`config.mk`:
```
export PLATFORM = sky130hd
export DESIGN_NAME = owld_loader
export DESIGN_NICKNAME = d
export VERILOG_FILES = /design/src/owld_pkg.sv /design/src/owld_loader.sv
export VERILOG_INCLUDE_DIRS = /design/src /design/src/src
export SDC_FILE = /design/constraint.sdc
export NUM_CORES = 1
export LEC_CHECK = 0
export CAP_MARGIN = 20
export CORE_ASPECT_RATIO = 1.1
export CORE_MARGIN = 5
export CORE_UTILIZATION = 45
export CTS_CLUSTER_DIAMETER = 120
export DETAILED_ROUTE_END_ITERATION = 12
export DONT_BUFFER_PORTS = 1
export SLEW_MARGIN = 20
export SYNTH_ARGS = -nofsm -noshare
export SYNTH_HDL_FRONTEND = slang
export SYNTH_SLANG_ARGS = --single-unit
```
`constraint.sdc`:
```
create_clock -name clock -period 3.6 [get_ports clock]
set_input_delay 0.72 -clock clock [delete_from_list [all_inputs] [get_ports clock]]
set_output_delay 0.72 -clock clock [all_outputs]
set_load 0.005 [all_outputs]
```
`src/owld_map.svh`:
```
// Address map, field positions, reset values and defaults of the loader.
`ifndef OWLD_MAP_SVH
`define OWLD_MAP_SVH

// Register and flash word byte addresses.
`define OWLD_ADDR_USER 32'h1fff0080
`define OWLD_ADDR_PROT 32'h1fff0084
`define OWLD_ADDR_BOOT 32'h1fff0088
`define OWLD_ADDR_CTRL 32'h1fff00a0
`define OWLD_ADDR_STAT 32'h1fff00a4
`define OWLD_ADDR_MASK 32'h1fff00a8

// Reset contents of the internal option registers.
`define OWLD_RST_USER 32'h0155beaa
`define OWLD_RST_PROT 32'hf4ff0b00
`define OWLD_RST_BOOT 32'hffff0000

// Field positions in the true half of each word.
`define OWLD_WDT_STOP 15
`define OWLD_RST_PIN 14
`define OWLD_DBG_PIN 13
`define OWLD_WDT_SW 12
`define OWLD_LEV_HI 11
`define OWLD_LEV_LO 9
`define OWLD_BOR_ON 8
`define OWLD_LAST_HI 11
`define OWLD_LAST_LO 8
`define OWLD_FIRST_HI 3
`define OWLD_FIRST_LO 0
`define OWLD_BOOT_HI 15
`define OWLD_BOOT_LO 14
`define OWLD_SIZE_HI 2
`define OWLD_SIZE_LO 0

// Safe values written when a field fails its complement check.
`define OWLD_DEF_LEV 3'h0
`define OWLD_DEF_FIRST 4'h0
`define OWLD_DEF_LAST 4'hb
`define OWLD_DEF_SIZE 3'h0

// Brown-out thresholds in tenths of a volt.
`define OWLD_RISE_BASE 6'h12
`define OWLD_FALL_BASE 6'h11

// Protected area step is 2 KB; loader area ends below this address.
`define OWLD_PROT_SHIFT 11
`define OWLD_KB_SHIFT 10
`define OWLD_LDR_TOP 32'h08006000
`define OWLD_LDR_MAX_KB 3'h4

// Control and status bit positions.
`define OWLD_CTRL_RELOAD 0
`define OWLD_STAT_VERR 0
`define OWLD_STAT_DONE 1
`define OWLD_STAT_W 2

`endif

```
`src/owld_pkg.sv`:
```
// Types shared by the option word loader and its users.
package owld_pkg;

	typedef enum logic [1:0] {
		LD_FETCH = 2'b00,
		LD_WAIT = 2'b01,
		LD_IDLE = 2'b10
	} owld_state_e;

	typedef enum logic [1:0] {
		BOOT_MAIN = 2'b00,
		BOOT_LOADER = 2'b01,
		BOOT_SRAM = 2'b10
	} owld_boot_e;

	typedef struct packed {
		logic [31:0] addr;
		logic [31:0] wdata;
		logic wr;
		logic rd;
	} owld_bus_s;

	typedef struct packed {
		logic wdt_stop_run;
		logic wdt_soft_select;
		logic pin_c0_reset;
		logic pin_c0_gpio;
		logic pin_c0_debug;
		logic pin_b6_debug;
		logic pin_b6_gpio;
		logic brownout_on;
		logic [2:0] brownout_level;
		logic [5:0] bor_rise_dv;
		logic [5:0] bor_fall_dv;
		logic [15:0] prot_first_off;
		logic [15:0] prot_last_off;
		owld_boot_e boot_src;
		logic [2:0] loader_kb;
		logic [31:0] loader_base;
	} owld_cfg_s;

endpackage

```
`src/owld_loader.sv`:
```
// Option word loader: fetches, checks and decodes the option words.
// Notes on behaviour
// - On reset release or a reload request the three words are fetched.
// - The stop bit freezes the watchdog in stop mode at 0, runs it at 1.
// - The two pin bits assign reset, debug and general use to two pins.
// - The level field picks a threshold pair from 1.8/1.7V in 0.2V steps.
// - The enable bit turns the detector on and gates the level field.
// - The last field gives the protected area end in 2 KB steps.
// - The first field gives the protected area start in 2 KB steps.
// - The protected word carries complements of both fields for checking.
// - The boot word carries complements of its three fields.
// - The two boot bits pick main flash, the loader area or SRAM.
// - The size field reserves 0 to 4 KB ending at the top of the area.
// - Factory contents of the protected and boot words are fixed values.
// - A failed check sets the verify error and loads safe defaults.
`timescale 1ns/10ps
`include "owld_map.svh"

module owld_loader
	import owld_pkg::*;
(
	input wire logic clock,
	input wire logic sys_rst,
	input owld_bus_s bus_req,
	output logic [31:0] bus_rdata_q,
	output logic flash_rd_q,
	output logic [31:0] flash_addr_q,
	input wire logic [31:0] flash_rdata,
	input wire logic flash_ack,
	output logic sys_hold_q,
	output owld_cfg_s cfg_q,
	output logic irq_q
);

	// True when every masked bit of a field equals the inverse of its copy.
	function automatic logic owld_ok(input logic [3:0] t, input logic [3:0] c,
		input logic [3:0] m);
		owld_ok = (((t ^ c) & m) == m);
	endfunction

	owld_state_e st_q, st_d;
	logic [1:0] idx_q, idx_d;
	logic flash_rd_d, sys_hold_d;
	logic [31:0] flash_addr_d;
	logic [31:0] user_q, user_d, prot_q, prot_d, boot_q, boot_d;
	logic verr_ev, done_ev, reload;
	logic [15:0] tv, cv;
	logic [7:0] uf;
	logic [3:0] pf, pl;
	logic [2:0] bs;
	logic bh, bl, ok_all;
	owld_cfg_s cfg_d;
	logic [`OWLD_STAT_W-1:0] stat_q, stat_d, mask_q, mask_d, set_ev, clr;
	logic irq_d;
	logic [31:0] bus_rdata_d;

	// A write of one to the reload bit restarts the whole load.
	assign reload = bus_req.wr && bus_req.addr == `OWLD_ADDR_CTRL
		&& bus_req.wdata[`OWLD_CTRL_RELOAD];

	// Loader sequence: fetch each word, check it and store the result.
	always_comb
	begin
		st_d = st_q;
		idx_d = idx_q;
		flash_rd_d = 1'b0;
		flash_addr_d = flash_addr_q;
		sys_hold_d = sys_hold_q;
		user_d = user_q;
		prot_d = prot_q;
		boot_d = boot_q;
		verr_ev = 1'b0;
		done_ev = 1'b0;
		tv = flash_rdata[15:0];
		cv = flash_rdata[31:16];
		uf = 8'h00;
		pf = 4'h0;
		pl = 4'h0;
		bs = 3'h0;
		bh = 1'b0;
		bl = 1'b0;
		ok_all = 1'b1;
		case (st_q)
			LD_FETCH:
			begin
				flash_rd_d = 1'b1;
				case (idx_q)
					2'h0: flash_addr_d = `OWLD_ADDR_USER;
					2'h1: flash_addr_d = `OWLD_ADDR_PROT;
					default: flash_addr_d = `OWLD_ADDR_BOOT;
				endcase
				st_d = LD_WAIT;
			end
			LD_WAIT:
			begin
				if (flash_ack)
				begin
					case (idx_q)
						2'h0:
						begin
							// Each user field is checked alone; failures use defaults.
							uf[7] = owld_ok({3'h0, tv[`OWLD_WDT_STOP]},
								{3'h0, cv[`OWLD_WDT_STOP]}, 4'h1)
								? tv[`OWLD_WDT_STOP] : 1'b1;
							uf[6] = owld_ok({3'h0, tv[`OWLD_RST_PIN]},
								{3'h0, cv[`OWLD_RST_PIN]}, 4'h1)
								? tv[`OWLD_RST_PIN] : 1'b0;
							uf[5] = owld_ok({3'h0, tv[`OWLD_DBG_PIN]},
								{3'h0, cv[`OWLD_DBG_PIN]}, 4'h1)
								? tv[`OWLD_DBG_PIN] : 1'b1;
							uf[4] = owld_ok({3'h0, tv[`OWLD_WDT_SW]},
								{3'h0, cv[`OWLD_WDT_SW]}, 4'h1)
								? tv[`OWLD_WDT_SW] : 1'b1;
							uf[3:1] = owld_ok({1'b0, tv[`OWLD_LEV_HI:`OWLD_LEV_LO]},
								{1'b0, cv[`OWLD_LEV_HI:`OWLD_LEV_LO]}, 4'h7)
								? tv[`OWLD_LEV_HI:`OWLD_LEV_LO]
								: `OWLD_DEF_LEV;
							uf[0] = owld_ok({3'h0, tv[`OWLD_BOR_ON]},
								{3'h0, cv[`OWLD_BOR_ON]}, 4'h1)
								? tv[`OWLD_BOR_ON] : 1'b0;
							ok_all = (tv[15:8] == ~cv[15:8]);
							user_d = {~uf, 8'h00, uf, 8'h00};
						end
						2'h1:
						begin
							// The protected area is kept or replaced as a whole.
							ok_all = owld_ok(tv[`OWLD_LAST_HI:`OWLD_LAST_LO],
								cv[`OWLD_LAST_HI:`OWLD_LAST_LO], 4'hf)
								&& owld_ok(tv[`OWLD_FIRST_HI:`OWLD_FIRST_LO],
								cv[`OWLD_FIRST_HI:`OWLD_FIRST_LO], 4'hf);
							pl = ok_all ? tv[`OWLD_LAST_HI:`OWLD_LAST_LO]
								: `OWLD_DEF_LAST;
							pf = ok_all ? tv[`OWLD_FIRST_HI:`OWLD_FIRST_LO]
								: `OWLD_DEF_FIRST;
							prot_d = {4'h0, ~pl, 4'h0, ~pf, 4'h0, pl, 4'h0, pf};
						end
						default:
						begin
							// Boot fields are checked one by one against their copies.
							bh = owld_ok({3'h0, tv[`OWLD_BOOT_HI]},
								{3'h0, cv[`OWLD_BOOT_HI]}, 4'h1)
								? tv[`OWLD_BOOT_HI] : 1'b0;
							bl = owld_ok({3'h0, tv[`OWLD_BOOT_LO]},
								{3'h0, cv[`OWLD_BOOT_LO]}, 4'h1)
								? tv[`OWLD_BOOT_LO] : 1'b0;
							bs = owld_ok({1'b0, tv[`OWLD_SIZE_HI:`OWLD_SIZE_LO]},
								{1'b0, cv[`OWLD_SIZE_HI:`OWLD_SIZE_LO]}, 4'h7)
								? tv[`OWLD_SIZE_HI:`OWLD_SIZE_LO]
								: `OWLD_DEF_SIZE;
							ok_all = (tv[15:14] == ~cv[15:14])
								&& (tv[2:0] == ~cv[2:0]);
							boot_d = {~bh, ~bl, 11'h000, ~bs, bh, bl, 11'h000, bs};
						end
					endcase
					verr_ev = !ok_all;
					if (idx_q == 2'h2)
					begin
						st_d = LD_IDLE;
						sys_hold_d = 1'b0;
						done_ev = 1'b1;
					end
					else
					begin
						idx_d = idx_q + 2'h1;
						st_d = LD_FETCH;
					end
				end
			end
			LD_IDLE:
			begin
				st_d = LD_IDLE;
			end
			default:
			begin
				st_d = LD_FETCH;
				idx_d = 2'h0;
			end
		endcase
		// A reload request restarts from the first word and holds the system.
		// A word that arrives in the same cycle is dropped with its events.
		if (reload)
		begin
			st_d = LD_FETCH;
			idx_d = 2'h0;
			sys_hold_d = 1'b1;
			flash_rd_d = 1'b0;
			user_d = user_q;
			prot_d = prot_q;
			boot_d = boot_q;
			verr_ev = 1'b0;
			done_ev = 1'b0;
		end
	end

	// Loader registers; the factory contents stand until the first load.
	always_ff @(posedge clock or posedge sys_rst)
	begin
		if (sys_rst)
		begin
			st_q <= LD_FETCH;
			idx_q <= 2'h0;
			flash_rd_q <= 1'b0;
			flash_addr_q <= 32'h00000000;
			sys_hold_q <= 1'b1;
			user_q <= `OWLD_RST_USER;
			prot_q <= `OWLD_RST_PROT;
			boot_q <= `OWLD_RST_BOOT;
		end
		else
		begin
			st_q <= st_d;
			idx_q <= idx_d;
			flash_rd_q <= flash_rd_d;
			flash_addr_q <= flash_addr_d;
			sys_hold_q <= sys_hold_d;
			user_q <= user_d;
			prot_q <= prot_d;
			boot_q <= boot_d;
		end
	end

	// Decode the stored words into the system settings.
	always_comb
	begin
		cfg_d = '0;
		cfg_d.wdt_stop_run = user_q[`OWLD_WDT_STOP];
		cfg_d.wdt_soft_select = user_q[`OWLD_WDT_SW];
		cfg_d.pin_c0_reset = !user_q[`OWLD_RST_PIN];
		cfg_d.pin_c0_gpio = user_q[`OWLD_RST_PIN] && !user_q[`OWLD_DBG_PIN];
		cfg_d.pin_c0_debug = user_q[`OWLD_RST_PIN] && user_q[`OWLD_DBG_PIN];
		cfg_d.pin_b6_debug = !cfg_d.pin_c0_debug;
		cfg_d.pin_b6_gpio = cfg_d.pin_c0_debug;
		cfg_d.brownout_on = user_q[`OWLD_BOR_ON];
		if (cfg_d.brownout_on)
		begin
			cfg_d.brownout_level = user_q[`OWLD_LEV_HI:`OWLD_LEV_LO];
			cfg_d.bor_rise_dv = `OWLD_RISE_BASE
				+ {2'h0, cfg_d.brownout_level, 1'b0};
			cfg_d.bor_fall_dv = `OWLD_FALL_BASE
				+ {2'h0, cfg_d.brownout_level, 1'b0};
		end
		cfg_d.prot_first_off = 16'(prot_q[`OWLD_FIRST_HI:`OWLD_FIRST_LO])
			<< `OWLD_PROT_SHIFT;
		cfg_d.prot_last_off = 16'(prot_q[`OWLD_LAST_HI:`OWLD_LAST_LO])
			<< `OWLD_PROT_SHIFT;
		if (!boot_q[`OWLD_BOOT_LO])
			cfg_d.boot_src = BOOT_MAIN;
		else if (boot_q[`OWLD_BOOT_HI])
			cfg_d.boot_src = BOOT_LOADER;
		else
			cfg_d.boot_src = BOOT_SRAM;
		cfg_d.loader_kb = boot_q[`OWLD_SIZE_HI] ? `OWLD_LDR_MAX_KB
			: boot_q[`OWLD_SIZE_HI:`OWLD_SIZE_LO];
		cfg_d.loader_base = `OWLD_LDR_TOP
			- (32'(cfg_d.loader_kb) << `OWLD_KB_SHIFT);
	end

	// Decoded settings register.
	always_ff @(posedge clock or posedge sys_rst)
	begin
		if (sys_rst)
			cfg_q <= '0;
		else
			cfg_q <= cfg_d;
	end

	// Sticky status: a new event wins over a write-one clear.
	assign set_ev = {done_ev, verr_ev};
	genvar gi;
	generate
		for (gi = 0; gi < `OWLD_STAT_W; gi = gi + 1)
		begin : g_stat
			assign clr[gi] = bus_req.wr && bus_req.addr == `OWLD_ADDR_STAT
				&& bus_req.wdata[gi];
			assign stat_d[gi] = set_ev[gi] || (stat_q[gi] && !clr[gi]);
		end
	endgenerate

	// Mask write, interrupt level and read data for one cycle.
	always_comb
	begin
		mask_d = mask_q;
		if (bus_req.wr && bus_req.addr == `OWLD_ADDR_MASK)
			mask_d = bus_req.wdata[`OWLD_STAT_W-1:0];
		irq_d = |(stat_d & mask_d);
		bus_rdata_d = 32'h00000000;
		if (bus_req.rd)
		begin
			case (bus_req.addr)
				`OWLD_ADDR_USER: bus_rdata_d = user_q;
				`OWLD_ADDR_PROT: bus_rdata_d = prot_q;
				`OWLD_ADDR_BOOT: bus_rdata_d = boot_q;
				`OWLD_ADDR_STAT: bus_rdata_d = 32'(stat_q);
				`OWLD_ADDR_MASK: bus_rdata_d = 32'(mask_q);
				default: bus_rdata_d = 32'h00000000;
			endcase
		end
	end

	// Register bus and interrupt registers.
	always_ff @(posedge clock or posedge sys_rst)
	begin
		if (sys_rst)
		begin
			stat_q <= '0;
			mask_q <= '0;
			irq_q <= 1'b0;
			bus_rdata_q <= 32'h00000000;
		end
		else
		begin
			stat_q <= stat_d;
			mask_q <= mask_d;
			irq_q <= irq_d;
			bus_rdata_q <= bus_rdata_d;
		end
	end
endmodule

```
* Word-level counts from Yosys, hierarchy flattened
Index checks and enable logic that the tools add are counted.
** Cells by class
- Add/sub/neg operators :: 4
- Equality and inequality tests :: 20
- Multiplexer cells :: 42
- Bitwise operators :: 21
- Reductions and logical operators :: 33
** Operators with widths (count)
- $eq A32 B29 Y1 const B :: 6
- $pmux W32 S5 :: 1
- $mux W32 :: 1
- $sub A28 B13 Y29 const A :: 1
- $mux W1 :: 21
- $mux W2 :: 9
- $not A8 Y8 :: 2
- $mux W15 :: 1
- $add A5 B4 Y6 const A :: 2
- $logic_and A1 B1 Y1 :: 12
- $reduce_and A4 Y1 :: 3
- $mux W3 :: 3
- $eq A4 B4 Y1 const B :: 2
- $eq A8 B8 Y1 :: 1
- $mux W4 :: 2
- $not A4 Y4 :: 2
- $pmux W4 S2 :: 1
- $xor A4 B4 Y4 :: 2
- $eq A3 B3 Y1 const B :: 2
- $logic_not A1 Y1 :: 6
- $ne A3 B3 Y1 const B :: 2
- $not A3 Y3 :: 2
- $pmux W2 S3 :: 1
- $reduce_and A3 Y1 :: 2
- 17 further kinds :: 33
** Storage, ports and cells
- Flip-flop bits (word level) :: 208
- Bits of input ports :: 101
- Output and inout bits :: 159
- Word-level logic and storage cells :: 147

* Logic depth before layout (Yosys ltp)
- Depth after elaboration :: 13
- Gate-level depth with buffers :: 9
- Mapped depth without buffers :: 7

* Worst setup path before layout
Ideal clock, no wire load.
- Path kind :: input port to flip-flop
- From :: in bus_req[64] (netlist name)
- To :: reg bus_rdata_q[22]
- Library setup time :: 0.064 ns
- Arrival time :: 2.377 ns
- Data required time :: 3.536 ns
- Setup slack :: 1.159 ns
- Cell stages on the path :: 7
- Cells stage by stage :: nand4b_1 -> or4_1 -> buf_6 -> nor4b_4 -> nand2_4 -> a21oi_4 -> or2_1
** Between the ends
- Word-level cells in the longest chain between the ends :: 3
** Ends and longest elaborated chain
- start: declaration :: line owld_loader.sv:24 : input owld_bus_s bus_req,
- $eq A32 B29 Y1 :: line owld_loader.sv:289 : case (bus_req.addr)
- $pmux W32 S5 * :: line owld_loader.sv:289
- $mux W32 * :: line owld_loader.sv:287 : if (bus_req.rd)
- end signal: assignment :: line owld_loader.sv:315 : bus_rdata_q <= bus_rdata_d;
- end: declaration :: line owld_loader.sv:25 : output logic [31:0] bus_rdata_q,
Mark *: on every way between the ends. The rest lies on a longest branch, timed or not.
A chain may end at the register's enable or synchronous reset.

* Final worst setup path
- From :: in bus_req[64] (netlist name)
- To :: reg user_q[9]
** Between the ends
- Word-level cells in the longest chain between the ends :: 5
** Ends and longest elaborated chain
- $eq A32 B29 Y1 (no line)
- $logic_and A1 B1 Y1 (no line)
- $logic_and A1 B1 Y1 :: line owld_loader.sv:58 : assign reload = bus_req.wr && bus_req.addr == `OWLD_ADDR_CTRL
- $not A1 Y1 (no line)
- $reduce_and A4 Y1 (no line)
- end signal: assignment :: line owld_loader.sv:205 : user_q <= `OWLD_RST_USER;
- end signal: assignment :: line owld_loader.sv:216 : user_q <= user_d;
- end: declaration :: line owld_loader.sv:45 : logic [31:0] user_q, user_d, prot_q, prot_d, boot_q, boot_d;
Every way passes these cells.

==> results.json <==
{
  "grt_usage_pct": 16.5,
  "netlist_area_sq_mm": 0.00552,
  "dpl.hpwl_mm": 8.68,
  "dieArea_sq_mm": 0.0146,
  "die_h_um": 126,
  "rsz0062_at_grt": "no",
  "async_flop_share_pct": 100,
  "p_per_area_mw_per_mm2": 717,
  "start_util_pct": 45.9,
  "std_cell_rows": 42,
  "via_count": 3343,
  "slowest_delay_ns": 0.73,
  "fin_skew_ns": 0.00857,
  "min_from": "flash_rdata[10]",
  "first_pass_iters": 5,
  "period_share_pct": 72.8,
  "cts_made_buffers": 17,
  "fin_nets": 610,
  "wl_met3_mm": 1.19,
  "clk_latency_ns": 0.41,
  "root_buffer": "clkbuf_16",
  "whs_endpoint": "prot_q[26]",
  "worstPathCellList": "nand4b_1 -> or4_1 -> nor3_2 -> nor3b_1 -> buf_4 -> and3_1 -> a32o_1",
  "ioPinCount": 260,
  "critPathSlowestCell": "or4_1",
  "max_freq_mhz": 381,
  "fillers": 1074,
  "yosysUniqueCellTypes": 56,
  "tns_ns": 0,
  "gp_congestion": 0.832,
  "drc": 0,
  "fp.coreArea_sq_mm": 0.0120,
  "period_needed_ns": 2.62,
  "cap_viol_max_count": 0,
  "hold_path_depth": 1,
  "clock_sinks": 118,
  "drive_above_1_share_pct": 17.7,
  "p_leak_uw": 0.00277,
  "postRouteWirelength_mm": 11.7,
  "synth_seq_area_share_pct": 54.0,
  "r2r_cells": 5,
  "antenna_cells": 0,
  "yosys_register_bits": 118,
  "hold_viol": 0,
  "antenna_found_initial": 0,
  "crit_arrival_ns": 2.96,
  "ant_nets": 0,
  "crit_buf_inv": 1,
  "h-tree-depth": 4,
  "top_layer": "met4",
  "ir_worst_vdd_v": 0.000354,
  "vias_per_cell": 5.04,
  "crit_required_ns": 3.94,
  "finalPower_uw": 4230,
  "overflow": 0,
  "grt_pass1_vias": 3510,
  "met1_length_mm": 4.46,
  "met2_length_mm": 5.91,
  "post_cts_resized": 0,
  "endpoint_kind": "flop",
  "crit_type": "in2reg",
  "syn_inst": 502,
  "drv_slew": 0,
  "status": "completed",
  "crit_family": "simple AND/OR/NAND/NOR gates",
  "drt-initial-drc-count": 312,
  "crit_fanout": 13,
  "yosysWarningCount": 0,
  "reg2reg_to": "prot_q[3]",
  "cts_tree": "built",
  "regArea_sq_mm": 0.00298,
  "hold_class": "in2reg",
  "clockBufferDepth": 2,
  "r2r_start": "st_q[0]",
  "setup_viol": 0,
  "critPathLaunchType": "input port",
  "wire_per_inst_um": 17.7,
  "synth-edff-count": 0,
  "clk_pin_slew_ns": 0.06,
  "area_growth_pct": 6.68,
  "multiInputGateArea_sq_mm": 0.00194,
  "port_buffers": 0,
  "grt_pass1_wl_mm": 18.6,
  "synth_ff_type": "dfrtp_1",
  "cts_hold_buf": 0,
  "relSlewSlack_pct": 36.9,
  "worst_slew_pin_slew_ns": 0.942,
  "dieWidth_um": 116,
  "rrSetupSlack_ns": 1.35,
  "grt_max_degree": 72,
  "syn_area_per_cell_sq_um": 11.0,
  "cts_setup_buffers": 0
}
## power breakdown
part | leakage (uW) | internal [uW] | switching (uW) | total (uW)
clock | 0.000283 | 1040 | 609 | 1650
combinational | 0.00101 | 269 | 350 | 619
sequential | 0.00147 | 1720 | 242 | 1960
## area by class of cell
class                      instances  area share (%)
tap                              154            3.27
clock buffer                      18            7.45
clock inverter                    14            2.55
multi-input combinational        323            33.0
sequential                       118            50.6
timing repair buffer              12            1.53
inverter                          24            1.59
## how the worst max path moves through the flow
stage	startpoint	to	slack (ns)	depth (start not counted)
2_1_floorplan	bus_req[64]	bus_rdata_q[22]	1.16	7
3_3_place_gp	bus_req[64]	user_q[9]	0.58	7
3_5_place_dp	bus_req[64]	user_q[10]	0.55	7
4_1_cts	bus_req[64]	user_q[9]	0.99	7
5_1_grt	bus_req[64]	user_q[9]	0.87	7
6_report	bus_req[64]	user_q[9]	0.98	7
## flip-flops by register name (all words and copies together), names as in the netlist, 3 cells and up
name          cells
user_q           17
boot_q           11
cfg_q            32
prot_q           17
bus_rdata_q      27
flash_addr_q      3
## through the flow
step | hold WS (ns) | util [%] | setup WS, ns | cell area [sq um] | std cells
after floorplan | 0.369 | - | 1.16 | 5790 | 571
after global placement | 0.388 | 44.1 | 0.584 | 5300 | 631
after detailed placement | 0.398 | 44.1 | 0.553 | 5300 | 631
after CTS | 0.336 | 49.0 | 0.993 | 5890 | 663
after global routing | 0.345 | 49.0 | 0.866 | 5890 | 663
final | 0.354 | 49.0 | 0.977 | 5890 | 663
## cells in the mapped netlist (2+ instances only)
cell / instances / area [sq um]
nor3_2: 2 / 20.0
nor2b_1: 6 / 37.5
a32oi_1: 5 / 43.8
xnor2_1: 2 / 17.5
nor3b_1: 5 / 37.5
clkbuf_1: 6 / 22.5
inv_1: 24 / 90.1
and3_1: 2 / 12.5
or2_2: 2 / 12.5
mux2i_1: 6 / 60.1
xor2_1: 6 / 52.6
nand2_1: 38 / 143
mux2_2: 10 / 113
nor3_1: 3 / 15.0
ha_1: 13 / 163
buf_2: 3 / 15.0
o21ai_0: 16 / 80.1
nand2b_1: 3 / 18.8
o21a_1: 4 / 30.0
dfrtp_1: 94 / 2350
nor4_1: 2 / 12.5
nand3_1: 7 / 35.0
o22a_1: 3 / 26.3
and2_1: 14 / 87.6
buf_4: 95 / 713
nor2_1: 37 / 139
a21oi_1: 19 / 95.1
a21o_1: 3 / 22.5
a31oi_1: 4 / 25.0
a22o_1: 6 / 52.6
a32o_1: 3 / 30.0
conb_1: 2 / 7.51
dfstp_2: 24 / 631
a22oi_1: 6 / 45.0
nand4_1: 6 / 37.5
## per-layer routing
layer	global-route usage, %	up-vias
met1	19.5	1634
li1	-	1511
met5	0	-
met3	6.53	15
met4	5.53	0
met2	27.4	183
## cells in the final DEF, fill, tap and decap left out, types with 3 or more instances in the layout
cell        Yosys  layout
dfrtp_1        94      94
conb_1          2      71
nand2_1        38      38
nor2_1         37      37
dfstp_2        24      24
inv_1          24      23
a21oi_1        19      19
clkbuf_16       0      17
o21ai_0        16      16
and2_1         14      14
ha_1           13      13
buf_4          95      12
mux2_2         10      10
nand3_1         7       7
nand4_1         6       6
nor2b_1         6       6
xor2_1          6       6
mux2i_1         6       6
a22oi_1         6       6
a22o_1          6       6
nor3b_1         5       5
a32oi_1         5       5
o21a_1          4       4
a31oi_1         4       4
clkinvlp_4      0       4
nor3_1          3       3
a32o_1          3       3
nand2b_1        3       3
a21o_1          3       3
o22a_1          3       3
clkinv_2        0       3
clkinv_4        0       3
inv_6           0       3
## cell families (layout without fill, tap and decap cells)
group	count (synthesis)	in the layout	synth area share [%]
AO/OA/AOI/OAI	75	75	9.38
buffers and inverters	130	68	15.5
other	2	71	0.136
adder cells (fa/ha/maj)	13	13	2.95
multiplexers	16	16	3.13
XOR/XNOR	8	8	1.27
AND/OR/NAND/NOR	140	140	13.6
flip-flops	118	118	54.0
No activity file was read; power rests on OpenSTA's default activity.
